## src/wdt_pkg.sv

```systemverilog
package wdt_pkg;

    ////////////////////////////////////////////////////////////////////////////
    // peripheral bus addresses and passwords
    localparam logic [15:0] ADDR_CTRL_WR  = 16'hffa8;
    localparam logic [15:0] ADDR_INIT_WR  = 16'hffaa;
    localparam logic [15:0] ADDR_CTRL_RD  = 16'hffa8;
    localparam logic [15:0] ADDR_COUNT_RD = 16'hffa9;
    localparam logic [15:0] ADDR_INIT_RD  = 16'hffab;
    localparam logic [7:0]  PW_COUNT      = 8'h5a;
    localparam logic [7:0]  PW_CTRL       = 8'ha5;

    ////////////////////////////////////////////////////////////////////////////
    // reset values and fixed bits
    localparam logic [7:0] CTRL_RESET  = 8'h18;
    localparam logic [7:0] COUNT_RESET = 8'h00;
    localparam logic [7:0] INIT_RESET  = 8'h3f;
    localparam logic [7:0] CTRL_FIXED  = 8'h18;
    localparam logic [7:0] INIT_FIXED  = 8'h3f;

    ////////////////////////////////////////////////////////////////////////////
    // field positions
    localparam int CTRL_OFLOW = 7;
    localparam int CTRL_MODE = 6;
    localparam int CTRL_RUN  = 5;
    localparam int INIT_FLAG = 7;
    localparam int INIT_OE   = 6;

    ////////////////////////////////////////////////////////////////////////////
    // timing: one state is one mclk period
    localparam int STATES_PER_CYCLE  = 1;
    localparam int INT_RESET_STATES  = 518;
    localparam int PIN_RESET_STATES  = 132;
    localparam int INT_RESET_CYCLES  = INT_RESET_STATES / STATES_PER_CYCLE;
    localparam int PIN_RESET_CYCLES  = PIN_RESET_STATES / STATES_PER_CYCLE;
    localparam int RESET_CNT_W       = 10;
    localparam int PRESCALE_W        = 12;

    ////////////////////////////////////////////////////////////////////////////
    // host controller apb map
    localparam logic [7:0] HOST_ADDR   = 8'h00;
    localparam logic [7:0] HOST_WDATA  = 8'h04;
    localparam logic [7:0] HOST_CMD    = 8'h08;
    localparam logic [7:0] HOST_STATUS = 8'h0c;
    localparam int CMD_GO    = 0;
    localparam int CMD_READ  = 1;
    localparam int CMD_WORD  = 2;
    localparam int STAT_BUSY = 0;
    localparam int STAT_RD_LSB = 8;

    typedef enum logic [1:0] {
        HOST_IDLE = 2'b00,
        HOST_REQ  = 2'b01,
        HOST_WAIT = 2'b10
    } host_state_t;

endpackage

```

## src/wdt_bus_if.sv

```systemverilog
`timescale 1ns/1ps
interface wdt_bus_if;
    logic [15:0] addr;
    logic [15:0] wdata;
    logic        wr;
    logic        word;
    logic        rd;
    logic [7:0]  rdata;
    logic        ack;

    modport device (input addr, input wdata, input wr, input word, input rd, output rdata, output ack);
    modport host   (output addr, output wdata, output wr, output word, output rd, input rdata, input ack);
endinterface

```

## src/wdt_device.sv

```systemverilog
// Design decision made here: the APB slave port.
`timescale 1ns/1ps
// Functional notes
// - eight prescaler taps, phi/2 up to phi/4096
// - 8-bit counter increments on tick while running
// - overflow flag set on ff to 00
// - counter zero on reset or run cleared
// - overflow flag clears by read-1 then write-0
// - mode bit: 0 interval irq, 1 watchdog reset
// - run bit enables counting and interrupt requests
// - standby clears bits 7-5, keeps 2-0
// - control bits 4,3 read one, unwritable
// - software clears standby bit around run
// - init flag set on watchdog reset, cleared
// - init bits 7,6: pin reset clears them, internal reset keeps them
// - pin output driven low when enabled
// - init bits 5-0 read one, unwritable
// - word writes with password select register
// - write addresses ffa8 and ffaa
// - a5/00 word clears init flag after read-1
// - 5a word loads only output enable bit
// - byte reads at ffa8, ffa9, ffab
// - internal reset 518 states, pin 132
// - internal reset clears overflow, keeps init flag
// - interval irq follows overflow flag
// - counter write beats coincident increment
module wdt_device #(
    parameter int COUNT_W = 8
) (
    input  wire logic  mclk,
    input  wire logic  rst,
    wdt_bus_if.device  bus,
    input  wire logic  standby,
    output logic       chip_reset,
    output logic       interval_irq,
    output logic       pin_init_output,
    output logic       pin_init_output_oe_n
);

    if (COUNT_W != 8) begin : g_chk
        $error("wdt_device supports only an 8-bit counter");
    end

    ////////////////////////////////////////////////////////////////////////////
    // prescaler tap mask: tick when the low bits are all ones
    function automatic logic [wdt_pkg::PRESCALE_W-1:0] tap_mask(input logic [2:0] sel);
        case (sel)
            3'h0:    tap_mask = 12'h001;
            3'h1:    tap_mask = 12'h01f;
            3'h2:    tap_mask = 12'h03f;
            3'h3:    tap_mask = 12'h07f;
            3'h4:    tap_mask = 12'h0ff;
            3'h5:    tap_mask = 12'h1ff;
            3'h6:    tap_mask = 12'h7ff;
            default: tap_mask = 12'hfff;
        endcase
    endfunction

    logic [7:0]                       ctrl_q;
    logic [7:0]                       ctrl_d;
    logic [7:0]                       count_q;
    logic [7:0]                       count_d;
    logic                             iflag_q;
    logic                             iflag_d;
    logic                             oe_q;
    logic                             oe_d;
    logic                             oflow_armed_q;
    logic                             iflag_armed_q;
    logic [wdt_pkg::PRESCALE_W-1:0]   pre_q;
    logic [wdt_pkg::RESET_CNT_W-1:0]  int_cnt_q;
    logic [wdt_pkg::RESET_CNT_W-1:0]  int_cnt_d;
    logic [wdt_pkg::RESET_CNT_W-1:0]  pin_cnt_q;
    logic [wdt_pkg::RESET_CNT_W-1:0]  pin_cnt_d;
    logic                             chip_reset_q;
    logic                             irq_q;
    logic                             pin_oe_n_q;
    logic                             ack_q;
    logic [7:0]                       rdata_q;

    ////////////////////////////////////////////////////////////////////////////
    // bus decode
    wire        run       = ctrl_q[wdt_pkg::CTRL_RUN];
    wire        mode_wd   = ctrl_q[wdt_pkg::CTRL_MODE];
    wire        oflow     = ctrl_q[wdt_pkg::CTRL_OFLOW];
    wire [7:0]  hi        = bus.wdata[15:8];
    wire [7:0]  lo        = bus.wdata[7:0];
    wire        wr_word   = bus.wr & bus.word;
    wire        at_cw     = bus.addr == wdt_pkg::ADDR_CTRL_WR;
    wire        at_iw     = bus.addr == wdt_pkg::ADDR_INIT_WR;
    wire        wr_count  = wr_word & at_cw & (hi == wdt_pkg::PW_COUNT);
    wire        wr_ctrl   = wr_word & at_cw & (hi == wdt_pkg::PW_CTRL);
    wire        wr_iclr   = wr_word & at_iw & (hi == wdt_pkg::PW_CTRL) & (lo == 8'h00);
    wire        wr_ioe    = wr_word & at_iw & (hi == wdt_pkg::PW_COUNT);
    wire        rd_ctrl   = bus.rd & (bus.addr == wdt_pkg::ADDR_CTRL_RD);
    wire        rd_count  = bus.rd & (bus.addr == wdt_pkg::ADDR_COUNT_RD);
    wire        rd_init   = bus.rd & (bus.addr == wdt_pkg::ADDR_INIT_RD);

    ////////////////////////////////////////////////////////////////////////////
    // counter events
    wire        int_rst   = chip_reset_q;
    wire        tick      = (pre_q & tap_mask(ctrl_q[2:0])) == tap_mask(ctrl_q[2:0]);
    wire        inc       = tick & run & ~int_rst;
    wire        oflow_evt = inc & ~wr_count & (count_q == 8'hff);
    wire        wd_evt    = oflow_evt & mode_wd;
    wire        clr_oflow = wr_ctrl & ~lo[wdt_pkg::CTRL_OFLOW] & oflow_armed_q;
    wire        clr_iflag = wr_iclr & iflag_armed_q;
    wire [7:0]  ctrl_rd   = ctrl_q | wdt_pkg::CTRL_FIXED;
    wire [7:0]  init_rd   = {iflag_q, oe_q, 6'h00} | wdt_pkg::INIT_FIXED;

    ////////////////////////////////////////////////////////////////////////////
    // control register next value
    always_comb begin
        ctrl_d = ctrl_q;
        if (wr_ctrl) begin
            ctrl_d[wdt_pkg::CTRL_MODE] = lo[wdt_pkg::CTRL_MODE];
            ctrl_d[wdt_pkg::CTRL_RUN]  = lo[wdt_pkg::CTRL_RUN];
            ctrl_d[2:0]                = lo[2:0];
        end
        if (clr_oflow) begin
            ctrl_d[wdt_pkg::CTRL_OFLOW] = 1'b0;
        end
        if (oflow_evt) begin
            ctrl_d[wdt_pkg::CTRL_OFLOW] = 1'b1;
        end
        if (standby) begin
            ctrl_d[7:5] = 3'h0;
        end
        if (int_rst) begin
            ctrl_d = wdt_pkg::CTRL_RESET;
        end
    end

    ////////////////////////////////////////////////////////////////////////////
    // counter next value
    always_comb begin
        if (int_rst || !run) begin
            count_d = wdt_pkg::COUNT_RESET;
        end else if (wr_count) begin
            count_d = lo;
        end else if (inc) begin
            count_d = count_q + 8'h01;
        end else begin
            count_d = count_q;
        end
    end

    ////////////////////////////////////////////////////////////////////////////
    // init status next value; internal reset leaves these alone
    always_comb begin
        iflag_d = iflag_q;
        oe_d    = oe_q;
        if (clr_iflag) begin
            iflag_d = 1'b0;
        end
        if (wd_evt) begin
            iflag_d = 1'b1;
        end
        if (wr_ioe) begin
            oe_d = lo[wdt_pkg::INIT_OE];
        end
    end

    ////////////////////////////////////////////////////////////////////////////
    // reset pulse counters
    always_comb begin
        int_cnt_d = int_cnt_q;
        pin_cnt_d = pin_cnt_q;
        if (int_cnt_q != '0) begin
            int_cnt_d = int_cnt_q - 10'd1;
        end
        if (pin_cnt_q != '0) begin
            pin_cnt_d = pin_cnt_q - 10'd1;
        end
        if (wd_evt) begin
            int_cnt_d = wdt_pkg::RESET_CNT_W'(wdt_pkg::INT_RESET_CYCLES);
            if (oe_q) begin
                pin_cnt_d = wdt_pkg::RESET_CNT_W'(wdt_pkg::PIN_RESET_CYCLES);
            end
        end
    end

    ////////////////////////////////////////////////////////////////////////////
    // registers under pin reset; rst is the external reset pin
    always_ff @(posedge mclk or posedge rst) begin
        if (rst) begin
            ctrl_q  <= wdt_pkg::CTRL_RESET;
            count_q <= wdt_pkg::COUNT_RESET;
            pre_q   <= '0;
        end else begin
            ctrl_q  <= ctrl_d;
            count_q <= count_d;
            pre_q   <= int_rst ? '0 : pre_q + 12'h001;
        end
    end

    // init status bits, cleared by the pin reset, kept by the internal reset
    always_ff @(posedge mclk or posedge rst) begin
        if (rst) begin
            iflag_q <= 1'b0;
            oe_q    <= 1'b0;
        end else begin
            iflag_q <= iflag_d;
            oe_q   <= oe_d;
        end
    end

    // read-as-one tracking for the two flags
    always_ff @(posedge mclk or posedge rst) begin
        if (rst) begin
            oflow_armed_q <= 1'b0;
            iflag_armed_q <= 1'b0;
        end else begin
            oflow_armed_q <= ctrl_d[wdt_pkg::CTRL_OFLOW] & (oflow_armed_q | (rd_ctrl & oflow));
            iflag_armed_q <= iflag_d & (iflag_armed_q | (rd_init & iflag_q));
        end
    end

    // reset pulse timing and outputs
    always_ff @(posedge mclk or posedge rst) begin
        if (rst) begin
            int_cnt_q    <= '0;
            pin_cnt_q    <= '0;
            chip_reset_q <= 1'b0;
            pin_oe_n_q   <= 1'b1;
            irq_q        <= 1'b0;
        end else begin
            int_cnt_q    <= int_cnt_d;
            pin_cnt_q    <= pin_cnt_d;
            chip_reset_q <= int_cnt_d != '0;
            pin_oe_n_q   <= pin_cnt_d == '0;
            irq_q        <= ctrl_d[wdt_pkg::CTRL_OFLOW] & ~ctrl_d[wdt_pkg::CTRL_MODE]
                            & ctrl_d[wdt_pkg::CTRL_RUN];
        end
    end

    // bus answer, one cycle after the strobe
    always_ff @(posedge mclk or posedge rst) begin
        if (rst) begin
            ack_q   <= 1'b0;
            rdata_q <= 8'h00;
        end else begin
            ack_q   <= bus.rd | bus.wr;
            rdata_q <= rd_ctrl  ? ctrl_rd :
                       rd_count ? count_q :
                       rd_init  ? init_rd : 8'h00;
        end
    end

    assign bus.ack              = ack_q;
    assign bus.rdata            = rdata_q;
    assign chip_reset           = chip_reset_q;
    assign interval_irq         = irq_q;
    assign pin_init_output      = 1'b0;
    assign pin_init_output_oe_n = pin_oe_n_q;

endmodule

```

## src/flat_wrapper.sv

```systemverilog
// flat-port wrapper written by rule: the top's interface ports become plain ports
module wdt_device_flat 
#(
    parameter int COUNT_W = 8
)
  (mclk, rst, standby, chip_reset, interval_irq, pin_init_output, pin_init_output_oe_n, bus_addr, bus_wdata, bus_wr, bus_word, bus_rd, bus_rdata, bus_ack);
  wdt_bus_if bus_i ();
  input  wire logic mclk;
  input  wire logic rst;
  input  wire logic standby;
  output logic chip_reset;
  output logic interval_irq;
  output logic pin_init_output;
  output logic pin_init_output_oe_n;
  input wire logic [$bits(bus_i.addr)-1:0] bus_addr;
  input wire logic [$bits(bus_i.wdata)-1:0] bus_wdata;
  input wire logic [$bits(bus_i.wr)-1:0] bus_wr;
  input wire logic [$bits(bus_i.word)-1:0] bus_word;
  input wire logic [$bits(bus_i.rd)-1:0] bus_rd;
  output wire logic [$bits(bus_i.rdata)-1:0] bus_rdata;
  output wire logic [$bits(bus_i.ack)-1:0] bus_ack;
  assign bus_i.addr = bus_addr;
  assign bus_i.wdata = bus_wdata;
  assign bus_i.wr = bus_wr;
  assign bus_i.word = bus_word;
  assign bus_i.rd = bus_rd;
  assign bus_rdata = bus_i.rdata;
  assign bus_ack = bus_i.ack;
  wdt_device #(.COUNT_W(COUNT_W)) u_core (.mclk(mclk), .rst(rst), .bus(bus_i), .standby(standby), .chip_reset(chip_reset), .interval_irq(interval_irq), .pin_init_output(pin_init_output), .pin_init_output_oe_n(pin_init_output_oe_n));
endmodule
```

## config.mk

```make
export PLATFORM = sky130hd
export DESIGN_NAME = wdt_device_flat
export DESIGN_NICKNAME = d
export VERILOG_FILES = /design/src/wdt_pkg.sv /design/src/wdt_bus_if.sv /design/src/wdt_device.sv /design/src/flat_wrapper.sv
export SDC_FILE = /design/constraint.sdc
export NUM_CORES = 1
export LEC_CHECK = 0
export ABC_AREA = 1
export BUFFER_PORTS_ARGS = -buffer_cell sky130_fd_sc_hd__buf_2
export CAP_MARGIN = 20
export CORE_UTILIZATION = 55
export CTS_BUF_LIST = sky130_fd_sc_hd__clkbuf_8
export CTS_CLUSTER_SIZE = 10
export DETAILED_ROUTE_END_ITERATION = 6
export HOLD_SLACK_MARGIN = 0.1
export PLACE_DENSITY = 0.77
export SLEW_MARGIN = 20
export SYNTH_ARGS = -nofsm -noshare
export SYNTH_HDL_FRONTEND = slang
export SYNTH_SLANG_ARGS = --single-unit
```

## constraint.sdc

```tcl
create_clock -name mclk -period 3.59 [get_ports mclk]
set_input_delay 0.1795 -clock mclk [delete_from_list [all_inputs] [get_ports mclk]]
set_output_delay 0.1795 -clock mclk [all_outputs]
set_load 0.005 [all_outputs]
```

* After elaboration in Yosys (flattened, before gate mapping)
Cells that the tools add are included.
Storage, ports and cells: logic and storage cells 97, bits of input ports 38, output and inout port bits 13, bits in registers 62
Cells by class: muxes and demuxes 21, equal/unequal tests 14, $add $sub $neg 4, reductions and logical operators 10, bitwise logic cells 33
Operators by type and width (number):
- case mux 12 bit (7 select lines) | 1
- equality test 16 bit (second input constant) | 4
- 2-to-1 mux 8 bit | 7
- 2-to-1 mux 10 bit | 5
- nonzero test 10 bit | 3
- bitwise AND 1 bit | 25
- subtractor 10 x 1 -> 10 bit (second input constant) | 2
- equality test 8 bit (second input constant) | 2
- adder 12 x 1 -> 12 bit (second input constant) | 1
- bitwise AND 12 bit | 1
- equality test 12 bit | 1
- 2-to-1 mux 12 bit | 1
- logical NOT 10 bit | 1
- equality test 3 bit (second input constant) | 3
- adder 8 x 1 -> 8 bit (second input constant) | 1
- equality test 8 x 7 -> 1 bit (second input constant) | 1
- logical NOT 8 bit | 1
- equality test 3 x 2 -> 1 bit (second input constant) | 2
- 2-to-1 mux 3 bit | 2
- 2-to-1 mux 1 bit | 4
- NOT 1 bit | 4
- equality test 3 x 1 -> 1 bit (second input constant) | 1
- logical NOT 3 bit | 1
- bitwise OR 1 bit | 3
- other kinds (5) | 5

* Depth between registers and ports, before layout
word-level depth 14, depth in mapped cells 13, depth with buffers taken out 13

* Worst setup path after synthesis
Ideal clock, no wire load.
kind register to register, start register u_core.int_cnt_q[0] (netlist name), end register u_core.chip_reset_q (netlist: u_core.chip_reset), arrival 1.533 ns, clock period less this slack 1.650 ns, required time 3.473 ns, library setup time 0.117 ns, buffers on the path 0, slack 1.940 ns, cell stages (with the launch flop) 12, cell sequence dfrtp_1 -> inv_1 -> ha_1 -> nand2_1 -> nor2_2 -> nand3_2 -> nand2_1 -> o21ai_1 -> a21oi_1 -> nand3_1 -> nor2_2 -> nand2_1
Between the ends: word-level cells in the longest chain between the ends 4, elaborated cells on any way between the ends 5, classes of those cells add/sub: 1; mux: 2; reduce/logical: 2
Ends and longest elaborated chain:
- from (decl) | RTL line wdt_device.sv:70 | logic [wdt_pkg::RESET_CNT_W-1:0] int_cnt_q;
- from (signal assigned) | RTL line wdt_device.sv:227 | int_cnt_q <= int_cnt_d;
- subtractor 10 x 1 -> 10 bit / nonzero test 10 bit (equally long branches) | RTL line wdt_device.sv:169, wdt_device.sv:168
- 2-to-1 mux 10 bit * | RTL line wdt_device.sv:168 | if (int_cnt_q != '0) begin
- 2-to-1 mux 10 bit * | RTL line wdt_device.sv:174 | if (wd_evt) begin
- nonzero test 10 bit * | RTL line wdt_device.sv:229 | chip_reset_q <= int_cnt_d != '0;
- to (signal assigned) | RTL line wdt_device.sv:223 | chip_reset_q <= 1'b0;
- to (signal assigned) | RTL line wdt_device.sv:229
- to (decl) | RTL line wdt_device.sv:74 | logic chip_reset_q;
Every way passes the cells marked *; elsewhere a longest branch is shown, timed or not. A chain may end at the register's enable or synchronous reset.

* Final worst setup path
start register u_core.chip_reset_q (netlist: u_core.chip_reset), end register u_core.pin_cnt_q[4] (netlist name)
Between the ends: word-level cells in the longest chain between the ends 6
Ends and longest elaborated chain:
- NOT 1 bit | RTL line wdt_device.sv:102 | wire inc = tick & run & ~int_rst;
- bitwise AND 1 bit | RTL line wdt_device.sv:102
- bitwise AND 1 bit (2 in a row) | RTL line wdt_device.sv:103 | wire oflow_evt = inc & ~wr_count & (count_q == 8'hff);
- bitwise AND 1 bit | RTL line wdt_device.sv:104 | wire wd_evt = oflow_evt & mode_wd;
- 2-to-1 mux 10 bit | RTL line wdt_device.sv:174
- via u_core.pin_cnt_d, one bit | RTL line wdt_device.sv:73 | logic [wdt_pkg::RESET_CNT_W-1:0] pin_cnt_d;
- to (signal assigned) | RTL line wdt_device.sv:228 | pin_cnt_q <= pin_cnt_d;
- to (decl) | RTL line wdt_device.sv:72 | logic [wdt_pkg::RESET_CNT_W-1:0] pin_cnt_q;
The timed path passes the listed nets, and every way through them passes these cells.

==> results.md <==
* Outcome: completed
* First-pass GRT wire length at 12500 um
* Worst-Skew Late Latency at roughly 0.35 ns
* TritonCTS clock tree: built
* TNS Setup at 0 ns
* Most used cell, CP: nor2_4
* Max-Cap Viols at 0
* Number of inserted diodes at 0
* Starting DRT DRC Count at approximately 170
* Post-synth EDFFs at 0
* Post-Layout Cell Count at 593
* Worst clock skew at 0.00968 ns
* Worst setup EP type: register
* Post-CTS sizing at 0
* DRT antenna net count at 0
* Rel. slew slack at 0.425
* Achievable Freq at 0.514 GHz
* Syn-to-layout area delta at 15.9%
* Worst VDD drop at 0.000234 V
* Hold Crit Class: input pin to register
* Crit start category: register
* Layout Utilization at 0.665
* Avg Cell Area, Syn at 7.54 sq um
* GRT Residual Overflow at 0
* Vias per cell at around 5.2
* Clk root buf: clkbuf_8
* Largest net degree at the start of global routing at 44
* Setup crit start: u_core.chip_reset
* Worst path depth at 10
* Routed wire per std cell at ~12 um
* R2R Path Start: u_core.chip_reset
* Share of layout cells above drive strength 1 at 0.176
* Die Ht at 80.8 um
* Count of pins over their slew limit at 0
* Fin. Hold Viols at 0
* Placed cell count at 575
* Worst reg2reg path depth at 10
* Critical setup path kind: register to register
* Synth Net Count at approximately 500
* Die area at ~6500 sq um
* Register bit total from synthesis at 62
* Most frequent cells in the layout: 106 x nand2_1, 64 x nor2_1, 61 x dfrtp_1
* Sequential fraction of the synthesis area at 0.455
* CTS buffer count at 9
* Initial Util at 0.574
* CP Capture Point: u_core.pin_cnt_q[4]
* Mapped Area at 3420 sq um
* Gr usage total at 0.251
* Synth cell types at 36
* RSZ-0062 raised after global routing: no
* Routed via count at 3095
* Max incr delay on CP at 0.47 ns
* FP Rows at 28
* R2r setup slk at 1.65 ns
* Htree depth at 3
* Total Nets Final at 557
* Antenna violations before repair at 0
* Die Wd at 80.8 um
* LEAKAGE at around 2.0 nW
* WHS Path Cells at 3
* Commonest non-fill, non-tap cell in the layout: nand2_1
* Place WS at 1.65 ns
* Clock-pin slew of the registers on the worst-case setup and hold paths at 0.07 ns
* End of the worst register-to-register path: u_core.pin_cnt_q[4]
* Total routed wirelength at between 7000 and 8000 um
* I/O pin count at roughly 50
* CP Cell Sequence: inv_2 > nand2_2 > nor2_2 > nand3_2 > nor2_4 > nand2_4 > nor2_4 > nand3_4 > nor2_4 > nor2_1
* Crit path buf inv count at 1
* Final period util at 0.542
* Gp weighted congestion at 0.907
* Yosys Warn Count at 0
* PwrDens at roughly 330 nW/um^2
* Hpwl dp at 5600 um
* CP Max Fanout at 14
* Total iterations of the first detailed-routing run at 4
* Post-Synthesis Cells at 453
* DR DRC count at 0
* Buffers on Ports at 49
* Async SR Flop Fraction at 1.00
* Bufs on Longest Clock Path at 2
* Post-route minimum period at around 2 ns
* Final setup viols at 0
* Number of fill cells at 530
* Worst path slowest cell: dfrtp_1
* CP required at 3.81 ns
* Vias in the first global route at 2856
* Top delay family on crit path: simple AND/OR/NAND/NOR gates
* Clock sinks at 62
* Worst setup margin at 1.65 ns
* PnR Total Power at around 1.3 mW
* Worst slew pin tran at 0.861 ns
* Total core area at between 5000 and 6000 sq um
* Top_reg_cell synth: dfrtp_1
* CP arrival at 2.17 ns
## sequential cells by signal, summed over array words and instances (netlist names)
name and count:
u_core.oe_q 1, u_core.bus.rdata 8, u_core.bus.ack 1, u_core.oflow_armed_q 1, u_core.interval_irq 1, u_core.chip_reset 1, u_core.ctrl_q 6, u_core.iflag_q 1
u_core.int_cnt_q 10, u_core.pre_q 12, u_core.pin_cnt_q 10, u_core.count_q 8, u_core.pin_init_output_oe_n 1, u_core.iflag_armed_q 1
## worst register-to-register path, stage by stage, from the launching register on
cell and delay [ns]:
dfrtp_1 0.47, inv_2 0.23, nand2_2 0.13, nor2_2 0.11, nand3_2 0.08, nor2_4 0.15
nand2_4 0.09, nor2_4 0.14, nand3_4 0.15, nor2_4 0.19, nor2_1 0.07
## cells in the mapped netlist (all sizes together) (4+ instances only)
library cell / n / area (sq um)
nand4: 6 / 37.5
xor2: 7 / 61.3
o211ai: 6 / 45.0
nand2: 110 / 428
xnor2: 5 / 43.8
a21oi: 26 / 130
nor2: 72 / 305
ha: 4 / 50.1
inv: 62 / 233
o21ai: 34 / 170
dfrtp: 61 / 1530
nor3: 12 / 60.1
nand3: 29 / 185
or2: 5 / 31.3
## worst min path at each step
stage,startpoint,to,slack [ns]
floorplan,standby,u_core.ctrl_q[6],0.25
global route,bus_wdata[1],u_core.ctrl_q[1],0.15
detailed placement,standby,u_core.ctrl_q[6],0.38
global placement,standby,u_core.ctrl_q[6],0.38
finish,bus_wdata[2],u_core.ctrl_q[2],0.12
CTS,bus_wdata[2],u_core.ctrl_q[2],0.11
## cell families (layout without fill, tap and decap cells)
kind of cell,count (synthesis),in the layout,synth area share
compound gates,70,70,0.110
xor+xnor,12,12,0.0308
fa+ha+maj,4,4,0.0147
buf+inv,66,131,0.0744
flops,62,62,0.455
mux,1,1,0.00293
other cells,1,1,0.00110
simple gates,237,237,0.312
## per-layer routing
layer,up-vias,part of all wire,track usage
met2,77,0.48,0.411
li1,1573,-,-
met5,-,0,0
met3,13,0.044,0.0629
met1,1432,0.46,0.328
met4,0,0.017,0.0768
## cell type report
type / instances / area, sq um / share of cell area
Clock buffer: 12 / 165 / 0.0417
Clock inverter: 2 / 8.76 / 0.00221
Inverter: 63 / 238 / 0.0600
Multi-Input combinational cell: 325 / 1610 / 0.406
Sequential cell: 62 / 1550 / 0.392
Tap cell: 75 / 93.8 / 0.0237
Timing Repair Buffer: 54 / 293 / 0.0739
## report_power, final
group	switching (mW)	total (mW)	internal (mW)
registers	0.000170	0.700	0.699
logic	0.0309	0.0531	0.0222
clock network	0.252	0.547	0.295
total	0.283	1.30	1.02
## stage by stage
| step | hold slack, ns | area [sq um] |
|---|---|---|
| finish | 0.123 | 3960 |
| global route | 0.146 | 3960 |
| detailed placement | 0.383 | 3750 |
| global placement | 0.377 | 3750 |
| CTS | 0.115 | 3960 |
| floorplan | 0.250 | 3420 |
## what timing repair did
item | in CTS | in global routing
setup buffers | 0 | 0
endpoints found under the setup margin | 0 | 0
endpoints found under the hold margin | 43 | 0
hold buffers | 4 | 0
No activity file was read; power rests on OpenSTA's default activity.
